**src/shared/jtl_pkg.sv**
```systemverilog
// Shared constants, types and register map of the transmit link layer.
package jtl_pkg;
  // Lane count and datapath variant; WIDE selects 32-bit lane words.
  localparam int LANES = 2;
  localparam int WIDE  = 0;
  // Boundary flag width: one bit per 16-bit group of a lane word.
  localparam int W     = (WIDE != 0) ? 2 : 1;
  // Octets per lane per core clock cycle, and lane word width.
  localparam int OCT   = 2 * W;
  localparam int LANE_DATA_WIDTH = 8 * OCT;
  // Structural link parameters: octets per frame, frames per multiframe.
  localparam int F     = 2;
  localparam int K     = 16;
  // Octets per multiframe and the width of a position counter.
  localparam int MFO   = F * K;
  localparam int CW    = $clog2(MFO);
  // Initial lane alignment length in multiframes and in core cycles.
  localparam int ILAS_MF  = 4;
  localparam int ILAS_CYC = ILAS_MF * MFO / OCT;
  // Configuration values that are only transmitted, never structural.
  localparam int M     = 2;
  localparam int N     = 12;
  localparam int NP    = 12;
  localparam int S     = 1;
  localparam int CS    = 0;
  localparam int CF    = 0;
  localparam int HD    = 0;
  localparam int SUBCLASS = 1;
  localparam int JESDV = 1;
  // Device and bank identifiers; these values are arbitrary.
  localparam logic [7:0] DEV_ID  = 8'h5A;
  localparam logic [3:0] BANK_ID = 4'h3;
  // Control characters sent with the k flag set.
  localparam logic [7:0] CH_R = 8'h1C;
  localparam logic [7:0] CH_A = 8'h7C;
  localparam logic [7:0] CH_Q = 8'h9C;
  localparam logic [7:0] CH_K = 8'hBC;
  localparam logic [7:0] CH_F = 8'hFC;
  // Register map on the AXI4-Lite slave.
  localparam int          AW         = 8;
  localparam logic [7:0]  REG_CTRL   = 8'h00;
  localparam logic [7:0]  REG_STATUS = 8'h04;
  localparam int          CTRL_SCR   = 0;
  localparam logic [31:0] CTRL_RESET = 32'h0000_0000;
  localparam logic [1:0]  RESP_OKAY  = 2'h0;
  localparam logic [1:0]  RESP_SLVERR = 2'h2;
  // Transmit control block states.
  typedef enum logic [1:0] {
    ST_CGS  = 2'b00,
    ST_WAIT = 2'b01,
    ST_ILAS = 2'b10,
    ST_DATA = 2'b11
  } jtl_state_e;
  // Frame and multiframe boundary flags toward the user framer.
  typedef struct packed {
    logic [W-1:0] multiframe_last_low_flag;
    logic [W-1:0] multiframe_last_high_flag;
    logic [W-1:0] multiframe_first_low_flag;
    logic [W-1:0] multiframe_first_high_flag;
    logic [W-1:0] frame_last_low_flag;
    logic [W-1:0] frame_last_high_flag;
    logic [W-1:0] frame_first_low_flag;
    logic [W-1:0] frame_first_high_flag;
  } jtl_flags_s;
endpackage

```
**src/logic/jtl_tx_link.sv**
```systemverilog
// Contract
// [RULE1] Narrow: one-bit multiframe-end flags, low/high byte.
// [RULE2] Wide: two-bit multiframe-end flags over four bytes.
// [RULE3] Narrow: multiframe-start flags for low/high byte.
// [RULE4] Wide: two-bit multiframe-start flags over four bytes.
// [RULE5] Narrow: frame-end flags for low/high byte.
// [RULE6] Wide: two-bit frame-end flags over four bytes.
// [RULE7] Low frame-start flag marks bytes 7:0, 23:16.
// [RULE8] High frame-start bit 0 marks bytes 15:8.
// [RULE9] Wide: high frame-start bit 1 marks 31:24.
// [RULE10] Restart request falling edge restarts CGS and ILAS.
// [RULE11] Two-bit output shows control block state.
// [RULE12] ILAS always lasts exactly four multiframes.
// [RULE13] SYSREF marks multiframe start for local timing.
// [RULE14] Converter requests synchronization through sync_n.
// [RULE15] Low sync_n gives CGS, then ILAS.
// [RULE16] Sixteen data bits per lane toward PCS.
// [RULE17] One control-character flag per octet.
// [RULE18] User supplies aligned payload, lane-width per lane.
// [RULE19] Wide variant runs at half core rate.
// [RULE20] Low reset puts block in reset state.
// [RULE21] User framer derives frame and octet clocks.
// [RULE22] User gives two octets per lane per cycle.
// [RULE23] Payload scrambler is bypassable by configuration.
// [RULE24] Insert alignment, framing and configuration characters.
// [RULE25] Controller selects payload or sequence data.
// [RULE26] User aligns frame octets to boundary flags.
// [RULE27] Upper byte carries earlier octet of pair.
// [RULE28] Boundary flags lead their data by one cycle.
// [RULE29] All link parameters sent in configuration data.
// [RULE30] Only F, K, L shape the hardware.
// [RULE31] Scrambler polynomial is 1 + x^14 + x^15.
module jtl_tx_link (
  // Clock and synchronous active-low reset.
  input  wire logic                             aclk,
  input  wire logic                             aresetn,
  // AXI4-Lite register slave.
  input  wire logic [jtl_pkg::AW-1:0]           s_axi_awaddr,
  input  wire logic                             s_axi_awvalid,
  output logic                                  s_axi_awready,
  input  wire logic [31:0]                      s_axi_wdata,
  input  wire logic [3:0]                       s_axi_wstrb,
  input  wire logic                             s_axi_wvalid,
  output logic                                  s_axi_wready,
  output logic [1:0]                            s_axi_bresp,
  output logic                                  s_axi_bvalid,
  input  wire logic                             s_axi_bready,
  input  wire logic [jtl_pkg::AW-1:0]           s_axi_araddr,
  input  wire logic                             s_axi_arvalid,
  output logic                                  s_axi_arready,
  output logic [31:0]                           s_axi_rdata,
  output logic [1:0]                            s_axi_rresp,
  output logic                                  s_axi_rvalid,
  input  wire logic                             s_axi_rready,
  // User framer side.
  input  wire logic [8*jtl_pkg::LANES*jtl_pkg::OCT-1:0] user_data_in,
  output jtl_pkg::jtl_flags_s                   boundary_flags,
  // Link control from the converter and system.
  input  wire logic                             sync_n,
  input  wire logic                             sysref,
  input  wire logic                             restart_request_low,
  input  wire logic [7:0]                       ila_multiframe_count,
  output jtl_pkg::jtl_state_e                   link_state,
  // Octets and control flags toward the PCS.
  output logic [8*jtl_pkg::LANES*jtl_pkg::OCT-1:0] tx_data,
  output logic [jtl_pkg::LANES*jtl_pkg::OCT-1:0] tx_k
);

  // Position of the octet that starts the next cycle's lane word.
  logic [jtl_pkg::CW-1:0] lead;
  // Position of the octet that starts this cycle's lane word.
  logic [jtl_pkg::CW-1:0] cur;
  // Next value of the lead position.
  logic [jtl_pkg::CW-1:0] next_lead;
  // Next value of the boundary flags.
  jtl_pkg::jtl_flags_s    next_flags;
  // Next control block state.
  jtl_pkg::jtl_state_e    next_state;
  // Multiframe counter within the alignment sequence.
  logic [1:0]             mf_cnt;
  // Restart request seen in the previous cycle.
  logic                   restart_q;
  // Falling edge of the restart request.
  logic                   restart_fall;
  // This cycle's lane word holds the multiframe's last octet.
  logic                   mf_end_now;
  // Control register and scrambler enable taken from it.
  logic [31:0]            ctrl;
  logic                   scr_en;
  // Write address and data captured, awaiting the other half.
  logic                   aw_full;
  logic                   w_full;
  logic [jtl_pkg::AW-1:0] aw_addr;
  logic [31:0]            w_data;
  logic [3:0]             w_strb;
  logic                   wr_fire;

  assign restart_fall = restart_q & ~restart_request_low;
  assign mf_end_now   = (int'(cur) + jtl_pkg::OCT) >= jtl_pkg::MFO;
  assign scr_en       = ctrl[jtl_pkg::CTRL_SCR];
  assign wr_fire      = aw_full & w_full & ~s_axi_bvalid;

  // Octet i of a lane word in time order sits at this bit offset; the
  // upper byte of each 16-bit group is sent first.
  function automatic int oct_off(input int i);
    oct_off = (i / 2) * 16 + (((i % 2) == 0) ? 8 : 0); // [RULE27]
  endfunction

  // Link configuration octets 0 to 12, before the checksum.
  function automatic logic [7:0] cfg_field(input int idx, input int ln,
                                           input logic scr);
    case (idx)
      0:       cfg_field = jtl_pkg::DEV_ID;
      1:       cfg_field = {4'h0, jtl_pkg::BANK_ID};
      2:       cfg_field = {3'h0, 5'(ln)};
      3:       cfg_field = {scr, 2'h0, 5'(jtl_pkg::LANES - 1)};
      4:       cfg_field = 8'(jtl_pkg::F - 1);
      5:       cfg_field = {3'h0, 5'(jtl_pkg::K - 1)};
      6:       cfg_field = 8'(jtl_pkg::M - 1);
      7:       cfg_field = {2'(jtl_pkg::CS), 1'b0, 5'(jtl_pkg::N - 1)};
      8:       cfg_field = {3'(jtl_pkg::SUBCLASS), 5'(jtl_pkg::NP - 1)};
      9:       cfg_field = {3'(jtl_pkg::JESDV), 5'(jtl_pkg::S - 1)};
      10:      cfg_field = {1'(jtl_pkg::HD), 2'h0, 5'(jtl_pkg::CF)};
      default: cfg_field = 8'h00;
    endcase
  endfunction

  // Configuration octet at a given index, the last one a checksum.
  function automatic logic [7:0] cfg_octet(input int idx, input int ln,
                                           input logic scr);
    logic [7:0] sum;
    sum = 8'h00;
    if (idx == 13) begin
      for (int j = 0; j < 13; j++) begin
        sum = sum + cfg_field(j, ln, scr);
      end
      cfg_octet = sum;
    end else begin
      cfg_octet = cfg_field(idx, ln, scr); // [RULE29] [RULE30]
    end
  endfunction

  // Self-synchronous scrambler over one lane word, octets in time order,
  // most significant bit first; returns {new history, scrambled word}.
  function automatic logic [jtl_pkg::LANE_DATA_WIDTH+14:0] scramble(
      input logic [jtl_pkg::LANE_DATA_WIDTH-1:0] d, input logic [14:0] hist);
    logic [14:0]                          h;
    logic [jtl_pkg::LANE_DATA_WIDTH-1:0]  o;
    logic                                 b;
    h = hist;
    o = d;
    for (int i = 0; i < jtl_pkg::OCT; i++) begin
      for (int k = 7; k >= 0; k--) begin
        b = d[oct_off(i) + k] ^ h[13] ^ h[14]; // [RULE31]
        o[oct_off(i) + k] = b;
        h = {h[13:0], b};
      end
    end
    scramble = {h, o};
  endfunction

  // The lead position advances by one lane word per cycle; SYSREF moves
  // the multiframe start to the next cycle's first octet.
  always_comb begin
    int t;
    t = int'(lead) + jtl_pkg::OCT; // [RULE19] [RULE22]
    if (t >= jtl_pkg::MFO) begin
      t = t - jtl_pkg::MFO;
    end
    if (sysref) begin
      next_lead = jtl_pkg::CW'(jtl_pkg::OCT); // [RULE13]
    end else begin
      next_lead = jtl_pkg::CW'(t);
    end
  end

  // Boundary flags describing the word that follows them by one cycle.
  always_comb begin
    int p;
    int g;
    p = 0;
    g = 0;
    next_flags = '0;
    for (int i = 0; i < jtl_pkg::OCT; i++) begin
      // Octet i of the word the user presents one cycle after these flags
      // show; next_lead already holds any SYSREF realignment.
      p = int'(next_lead) + i;
      if (p >= jtl_pkg::MFO) begin
        p = p - jtl_pkg::MFO;
      end
      g = i / 2;
      if ((i % 2) == 0) begin
        // High byte of group g: bits 15:8 or 31:24.
        next_flags.multiframe_last_high_flag[g] =
          (p == jtl_pkg::MFO - 1); // [RULE1] [RULE2]
        next_flags.multiframe_first_high_flag[g] = (p == 0); // [RULE3] [RULE4]
        next_flags.frame_last_high_flag[g] =
          ((p % jtl_pkg::F) == jtl_pkg::F - 1); // [RULE5] [RULE6]
        next_flags.frame_first_high_flag[g] =
          ((p % jtl_pkg::F) == 0); // [RULE8] [RULE9]
      end else begin
        // Low byte of group g: bits 7:0 or 23:16.
        next_flags.multiframe_last_low_flag[g] =
          (p == jtl_pkg::MFO - 1); // [RULE1] [RULE2]
        next_flags.multiframe_first_low_flag[g] = (p == 0); // [RULE3] [RULE4]
        next_flags.frame_last_low_flag[g] =
          ((p % jtl_pkg::F) == jtl_pkg::F - 1); // [RULE5] [RULE6]
        next_flags.frame_first_low_flag[g] =
          ((p % jtl_pkg::F) == 0); // [RULE7]
      end
    end
  end

  // Position counters and flags; flags are registered with the lead so
  // that they sit one cycle ahead of the word they describe.
  always_ff @(posedge aclk) begin
    if (!aresetn) begin
      lead           <= jtl_pkg::CW'(jtl_pkg::OCT); // [RULE20]
      cur            <= '0;
      boundary_flags <= '0;
    end else begin
      lead           <= next_lead;
      cur            <= sysref ? '0 : lead;
      boundary_flags <= next_flags; // [RULE28] [RULE26]
    end
  end

  // Control block: CGS until sync_n rises, wait for a multiframe
  // boundary, four ILAS multiframes, then payload.
  always_comb begin
    next_state = link_state;
    case (link_state)
      jtl_pkg::ST_CGS: begin
        if (sync_n) begin
          next_state = jtl_pkg::ST_WAIT;
        end
      end
      jtl_pkg::ST_WAIT: begin
        if (next_lead == jtl_pkg::CW'(jtl_pkg::OCT) || sysref) begin
          next_state = jtl_pkg::ST_ILAS;
        end
      end
      jtl_pkg::ST_ILAS: begin
        if (mf_end_now && mf_cnt == 2'(jtl_pkg::ILAS_MF - 1)) begin
          next_state = jtl_pkg::ST_DATA; // [RULE12]
        end
      end
      jtl_pkg::ST_DATA: next_state = jtl_pkg::ST_DATA;
      default:          next_state = jtl_pkg::ST_CGS;
    endcase
    if (!sync_n || restart_fall) begin
      next_state = jtl_pkg::ST_CGS; // [RULE10] [RULE15]
    end
  end

  // State register, restart edge history and ILAS multiframe count.
  always_ff @(posedge aclk) begin
    if (!aresetn) begin
      link_state <= jtl_pkg::ST_CGS; // [RULE20]
      restart_q  <= 1'b1;
      mf_cnt     <= 2'h0;
    end else begin
      link_state <= next_state; // [RULE11]
      restart_q  <= restart_request_low;
      if (link_state != jtl_pkg::ST_ILAS) begin
        mf_cnt <= 2'h0;
      end else if (mf_end_now) begin
        mf_cnt <= mf_cnt + 2'h1;
      end
    end
  end

  // Per-lane scrambler and output selection toward the PCS.
  for (genvar ln = 0; ln < jtl_pkg::LANES; ln++) begin : g_lane
    logic [14:0]                          hist;
    logic [jtl_pkg::LANE_DATA_WIDTH+14:0] scr_out;
    logic [jtl_pkg::LANE_DATA_WIDTH-1:0]  raw;
    logic [jtl_pkg::LANE_DATA_WIDTH-1:0]  next_data;
    logic [jtl_pkg::OCT-1:0]              next_k;
    logic [jtl_pkg::LANE_DATA_WIDTH-1:0]  lane_data;
    logic [jtl_pkg::OCT-1:0]              lane_k;

    assign raw     = user_data_in[ln*jtl_pkg::LANE_DATA_WIDTH +:
                                  jtl_pkg::LANE_DATA_WIDTH]; // [RULE18]
    assign scr_out = scramble(raw, hist);

    // Picks one octet and its k flag per position from the state.
    always_comb begin
      int         p;
      logic [7:0] d;
      p = 0;
      d = 8'h00;
      next_data = '0;
      next_k    = '0;
      for (int i = 0; i < jtl_pkg::OCT; i++) begin
        p = int'(cur) + i;
        d = raw[oct_off(i) +: 8];
        case (link_state)
          jtl_pkg::ST_ILAS: begin
            if (p == 0) begin
              next_data[oct_off(i) +: 8] = jtl_pkg::CH_R; // [RULE24]
              next_k[i] = 1'b1;
            end else if (p == jtl_pkg::MFO - 1) begin
              next_data[oct_off(i) +: 8] = jtl_pkg::CH_A;
              next_k[i] = 1'b1;
            end else if (mf_cnt == 2'h1 && p == 1) begin
              next_data[oct_off(i) +: 8] = jtl_pkg::CH_Q;
              next_k[i] = 1'b1;
            end else if (mf_cnt == 2'h1 && p >= 2 && p < 16) begin
              next_data[oct_off(i) +: 8] = cfg_octet(p - 2, ln, scr_en);
            end else begin
              next_data[oct_off(i) +: 8] = 8'(p);
            end
          end
          jtl_pkg::ST_DATA: begin
            if (scr_en) begin
              next_data[oct_off(i) +: 8] =
                scr_out[oct_off(i) +: 8]; // [RULE23]
            end else begin
              // Unscrambled boundary octets that equal A or F go out as
              // control characters so the receiver can check alignment.
              next_data[oct_off(i) +: 8] = d; // [RULE25]
              next_k[i] = (p == jtl_pkg::MFO - 1 && d == jtl_pkg::CH_A) ||
                          ((p % jtl_pkg::F) == jtl_pkg::F - 1 &&
                           d == jtl_pkg::CH_F); // [RULE24]
            end
          end
          default: begin
            next_data[oct_off(i) +: 8] = jtl_pkg::CH_K; // [RULE14]
            next_k[i] = 1'b1;
          end
        endcase
      end
    end

    // Registers the lane word; history advances only on payload.
    always_ff @(posedge aclk) begin
      if (!aresetn) begin
        hist      <= '0;
        lane_data <= '0;
        lane_k    <= '0;
      end else begin
        if (link_state == jtl_pkg::ST_DATA) begin
          hist <= scr_out[jtl_pkg::LANE_DATA_WIDTH +: 15];
        end
        lane_data <= next_data; // [RULE16]
        lane_k    <= next_k; // [RULE17]
      end
    end

    assign tx_data[ln*jtl_pkg::LANE_DATA_WIDTH +:
                   jtl_pkg::LANE_DATA_WIDTH]        = lane_data;
    assign tx_k[ln*jtl_pkg::OCT +: jtl_pkg::OCT]    = lane_k;
  end

  // AXI4-Lite write channel: address and data taken in either order,
  // response once both are held.
  always_ff @(posedge aclk) begin
    if (!aresetn) begin
      s_axi_awready <= 1'b1;
      s_axi_wready  <= 1'b1;
      s_axi_bvalid  <= 1'b0;
      s_axi_bresp   <= jtl_pkg::RESP_OKAY;
      aw_full       <= 1'b0;
      w_full        <= 1'b0;
      aw_addr       <= '0;
      w_data        <= '0;
      w_strb        <= '0;
    end else begin
      if (s_axi_awvalid && s_axi_awready) begin
        s_axi_awready <= 1'b0;
        aw_full       <= 1'b1;
        aw_addr       <= s_axi_awaddr;
      end
      if (s_axi_wvalid && s_axi_wready) begin
        s_axi_wready <= 1'b0;
        w_full       <= 1'b1;
        w_data       <= s_axi_wdata;
        w_strb       <= s_axi_wstrb;
      end
      if (wr_fire) begin
        aw_full      <= 1'b0;
        w_full       <= 1'b0;
        s_axi_bvalid <= 1'b1;
        s_axi_bresp  <= (aw_addr == jtl_pkg::REG_CTRL ||
                         aw_addr == jtl_pkg::REG_STATUS) ?
                        jtl_pkg::RESP_OKAY : jtl_pkg::RESP_SLVERR;
      end
      if (s_axi_bvalid && s_axi_bready) begin
        s_axi_bvalid  <= 1'b0;
        s_axi_awready <= 1'b1;
        s_axi_wready  <= 1'b1;
      end
    end
  end

  // Control register; only byte lane 0 holds writable bits.
  always_ff @(posedge aclk) begin
    if (!aresetn) begin
      ctrl <= jtl_pkg::CTRL_RESET;
    end else if (wr_fire && aw_addr == jtl_pkg::REG_CTRL && w_strb[0]) begin
      ctrl <= {31'h0000_0000, w_data[jtl_pkg::CTRL_SCR]};
    end
  end

  // AXI4-Lite read channel: one read at a time, status shows live state.
  always_ff @(posedge aclk) begin
    if (!aresetn) begin
      s_axi_arready <= 1'b1;
      s_axi_rvalid  <= 1'b0;
      s_axi_rdata   <= '0;
      s_axi_rresp   <= jtl_pkg::RESP_OKAY;
    end else begin
      if (s_axi_arvalid && s_axi_arready) begin
        s_axi_arready <= 1'b0;
        s_axi_rvalid  <= 1'b1;
        s_axi_rresp   <= jtl_pkg::RESP_OKAY;
        if (s_axi_araddr == jtl_pkg::REG_CTRL) begin
          s_axi_rdata <= ctrl;
        end else if (s_axi_araddr == jtl_pkg::REG_STATUS) begin
          s_axi_rdata <= {16'h0000, ila_multiframe_count, 3'h0, sync_n,
                          mf_cnt, link_state};
        end else begin
          s_axi_rdata <= '0;
          s_axi_rresp <= jtl_pkg::RESP_SLVERR;
        end
      end
      if (s_axi_rvalid && s_axi_rready) begin
        s_axi_rvalid  <= 1'b0;
        s_axi_arready <= 1'b1;
      end
    end
  end

  // Cycles spent in the alignment sequence, for checking its length.
  logic [7:0] ilas_cyc;
  always_ff @(posedge aclk) begin
    if (!aresetn || link_state != jtl_pkg::ST_ILAS) begin
      ilas_cyc <= 8'h00;
    end else begin
      ilas_cyc <= ilas_cyc + 8'h01;
    end
  end
endmodule

```
**config.mk**
```make
export PLATFORM = sky130hd
export DESIGN_NAME = jtl_tx_link
export DESIGN_NICKNAME = d
export VERILOG_FILES = /design/src/shared/jtl_pkg.sv /design/src/logic/jtl_tx_link.sv
export SDC_FILE = /design/constraint.sdc
export NUM_CORES = 1
export LEC_CHECK = 0
export BUFFER_PORTS_ARGS = -buffer_cell sky130_fd_sc_hd__buf_2
export CORE_MARGIN = 2
export CORE_UTILIZATION = 53
export CTS_CLUSTER_SIZE = 28
export DETAILED_ROUTE_END_ITERATION = 16
export MAX_ROUTING_LAYER = met4
export PLACE_DENSITY = 0.81
export SLEW_MARGIN = 20
export SYNTH_ARGS = -nofsm -noshare
export SYNTH_HDL_FRONTEND = slang
export SYNTH_SLANG_ARGS = --single-unit
```
**constraint.sdc**
```tcl
create_clock -name aclk -period 4.2 [get_ports aclk]
set_clock_uncertainty 0.15 [all_clocks]
set_input_delay 0.42 -clock aclk [delete_from_list [all_inputs] [get_ports aclk]]
set_output_delay 0.42 -clock aclk [all_outputs]
set_load 0.01 [all_outputs]
```
==> out/metrics.yaml <==
io_buffers: 133
avgViaCountPerCell: 5.632
synth_seq_cells: 120
syn_area_um2: 6534
synth_cell_types: 79
met1_usage_pct: 33.39
ctsResizeCount: 0
end_kind: "register"
yosysWarnings: 0
path_class: "reg -> reg"
cp.required_ns: 4.35
cts_made_buffers: 17
ant_nets: 0
cts_setup_buffers: 0
die_area_um2: 13230
rsz0062_at_grt: "false"
met2_usage_pct: 42.35
antenna_found_initial: 0
remaining_drc_errors: 0
finalCritPeriodShare_pct: 77.75
hold_slack_ns: 0.04090
power_density_nw_per_um2: 368.3
hold_viol: 0
slew_headroom_pct: 42.64
fmax_mhz: 306.2
area_delta_synth_final_pct: 18.40
drt_iter0_markers: 458
wl_per_cell_um: 15.82
post_synth.cell_area_avg_um2: 8.208
layout-drive-gt1-share_pct: 21.69
overflow: 0
grtUsageMet3_pct: 6.537
worstSkewPairLatency_ns: 0.42
synth_edf_count: 0
worst_pin_slew_ns: 0.8604
cts.clk_slew.worst_paths_ns: 0.06
drt-pass1-iter-count: 6
synth_top_cell_by_area: "dfxtp_1"
synthSimpleGateAreaFrac_pct: 20.28
io_pins: 189
place_congestion: 0.9008
post-dp-hpwl_um: 11780
maxCapViolCount: 0
grt_usage_pct: 26.94
coreArea_um2: 12010
start_kind: "register"
crit_arrival_ns: 3.41
grt-busiest-layer: "met2"
syn_inst: 796
route.vias.total: 6021
root_buffer: "clkbuf_16"
grt_max_degree: 79
peakVddDrop_uv: 309.4
synth_top_family_by_area: "simple AND/OR/NAND/NOR gates"
synthFlopType: "dfxtp_1"
num_rows: 40
holdBufCountCts: 0
cp_max_fo: 10
clk_path_buf_depth: 2
synth_area_leaders: "dfxtp_1 (37%), xor2_1 (9.4%), nand2_1 (7.2%), a21oi_1 (7.0%), nor2_1 (3.1%)"
p_leak_nw: 3.379
nNetsFinal: 1026
clock-sinks: 120
drt-total-wl_um: 16910
status: "finished, final reports clean"
grt_pass1_vias: 5555
synthAdderAreaFrac_pct: 2.872
die_h_um: 115.0
initial_core_util_pct: 54.40
drv_slew: 0
grt_pass1_wl_um: 27190
hp-class: "in -> reg"
synthMuxAreaShare_pct: 1.953
diodes: 0
setup_viol: 0
cts_tree: "done"
htree_levels: 4
synthDominantCellAreaShare_pct: 36.77
ys_async_sr_fraction_pct: 0
finalCriticalPeriod_ns: 3.266
synth_compound_area_share_pct: 18.82
finalSetupTns_ns: 0
ys_seq_area_share_pct: 36.77
die_w_um: 115.0
synth-xor-area-share_pct: 12.87
[cell families (layout without fill, tap and decap cells)]
| group | after synthesis | in the layout |
|---|---|---|
| AND/OR/NAND/NOR | 282 | 282 |
| AO/OA/AOI/OAI | 190 | 190 |
| flip-flops | 120 | 120 |
| XOR/XNOR | 92 | 92 |
| buffers and inverters | 84 | 190 |
| adder cells (fa/ha/maj) | 15 | 15 |
| multiplexers | 12 | 12 |
| other | 1 | 21 |
[synthesized netlist by cell type, types with 13 or more instances]
cell	count
nand2_1	125
dfxtp_1	120
a21oi_1	91
xor2_1	70
nor2_1	54
clkbuf_1	31
buf_4	24
nand3_1	24
o21ai_0	23
xnor2_1	19
and3_1	16
inv_1	16
ha_1	15
nor3_1	14
a22oi_1	13
[through the flow]
stage | setup slack (ns) | instances | utilization [%] | instance area [um^2] | total power [mW]
finish | 0.9344 | 1069 | 64.41 | 7736 | 2.849
global route | 0.7689 | 1069 | 64.41 | 7736 | 2.941
global placement | 1.164 | 1037 | 59.62 | 7162 | 1.454
floorplan | 1.150 | 816 | - | 6609 | 1.373
detailed placement | 1.038 | 1037 | 59.62 | 7162 | 1.457
CTS | 1.031 | 1069 | 64.41 | 7736 | 2.850
[layout make-up]
cell class                 instances  area (um^2)
multi-input combinational        612         3790
clock buffer                      20        446.7
clock inverter                    12        127.6
tap                              147        183.9
inverter                          18        67.56
timing repair buffer             140        718.2
fill                            1044         4275
sequential                       120         2402
[report_power, final]
part	switching (mW)	internal (mW)	total (mW)
Sequential	0.0227	1.17	1.19
Combinational	0.147	0.0975	0.245
Clock	0.528	0.883	1.41
[registers in the layout, summed over array words and instances (netlist names), 2 cells and up]
signal	cells
aw_addr	8
boundary_flags	7
cur	5
g_lane.hist	30
g_lane.lane_data	32
g_lane.lane_k	4
lead	4
link_state	2
mf_cnt	2
s_axi_rdata	13
[routing by layer]
layer	share of wire [%]	vias up
li1	-	2933
met1	42	2772
met2	48	270
met3	7.7	46
met4	2.6	0
met5	0	-
[final timing paths]
kind	from	end	slack, ns	cells past startpoint
worst min-delay path	restart_request_low	restart_q	0.04	2
worst min register to register	aw_addr[5]	aw_addr[5]	0.31	2
worst max-delay path	cur[1]	g_lane[0].lane_data[6]	0.93	9
worst max register to register	cur[1]	g_lane[0].lane_data[6]	0.93	9
[critical path: stages (launching register included)]
cell and delay (ns):
dfxtp_1 0.58, ha_1 0.32, xor2_2 0.29, inv_2 0.15, ha_1 0.40, nor3_1 0.34
o21ai_0 0.24, nor2_1 0.14, o221ai_1 0.15, a311oi_1 0.38
[cell usage in the layout, fill, tap and decap left out, drive strengths merged, types with 18 or more instances in the layout]
master  count
buf       140
nand2     125
dfxtp     120
a21oi      92
xor2       71
nor2       55
nand3      24
o21ai      24
conb       21
clkbuf     20
xnor2      19
inv        18
Power figures use the tool's default switching activity.
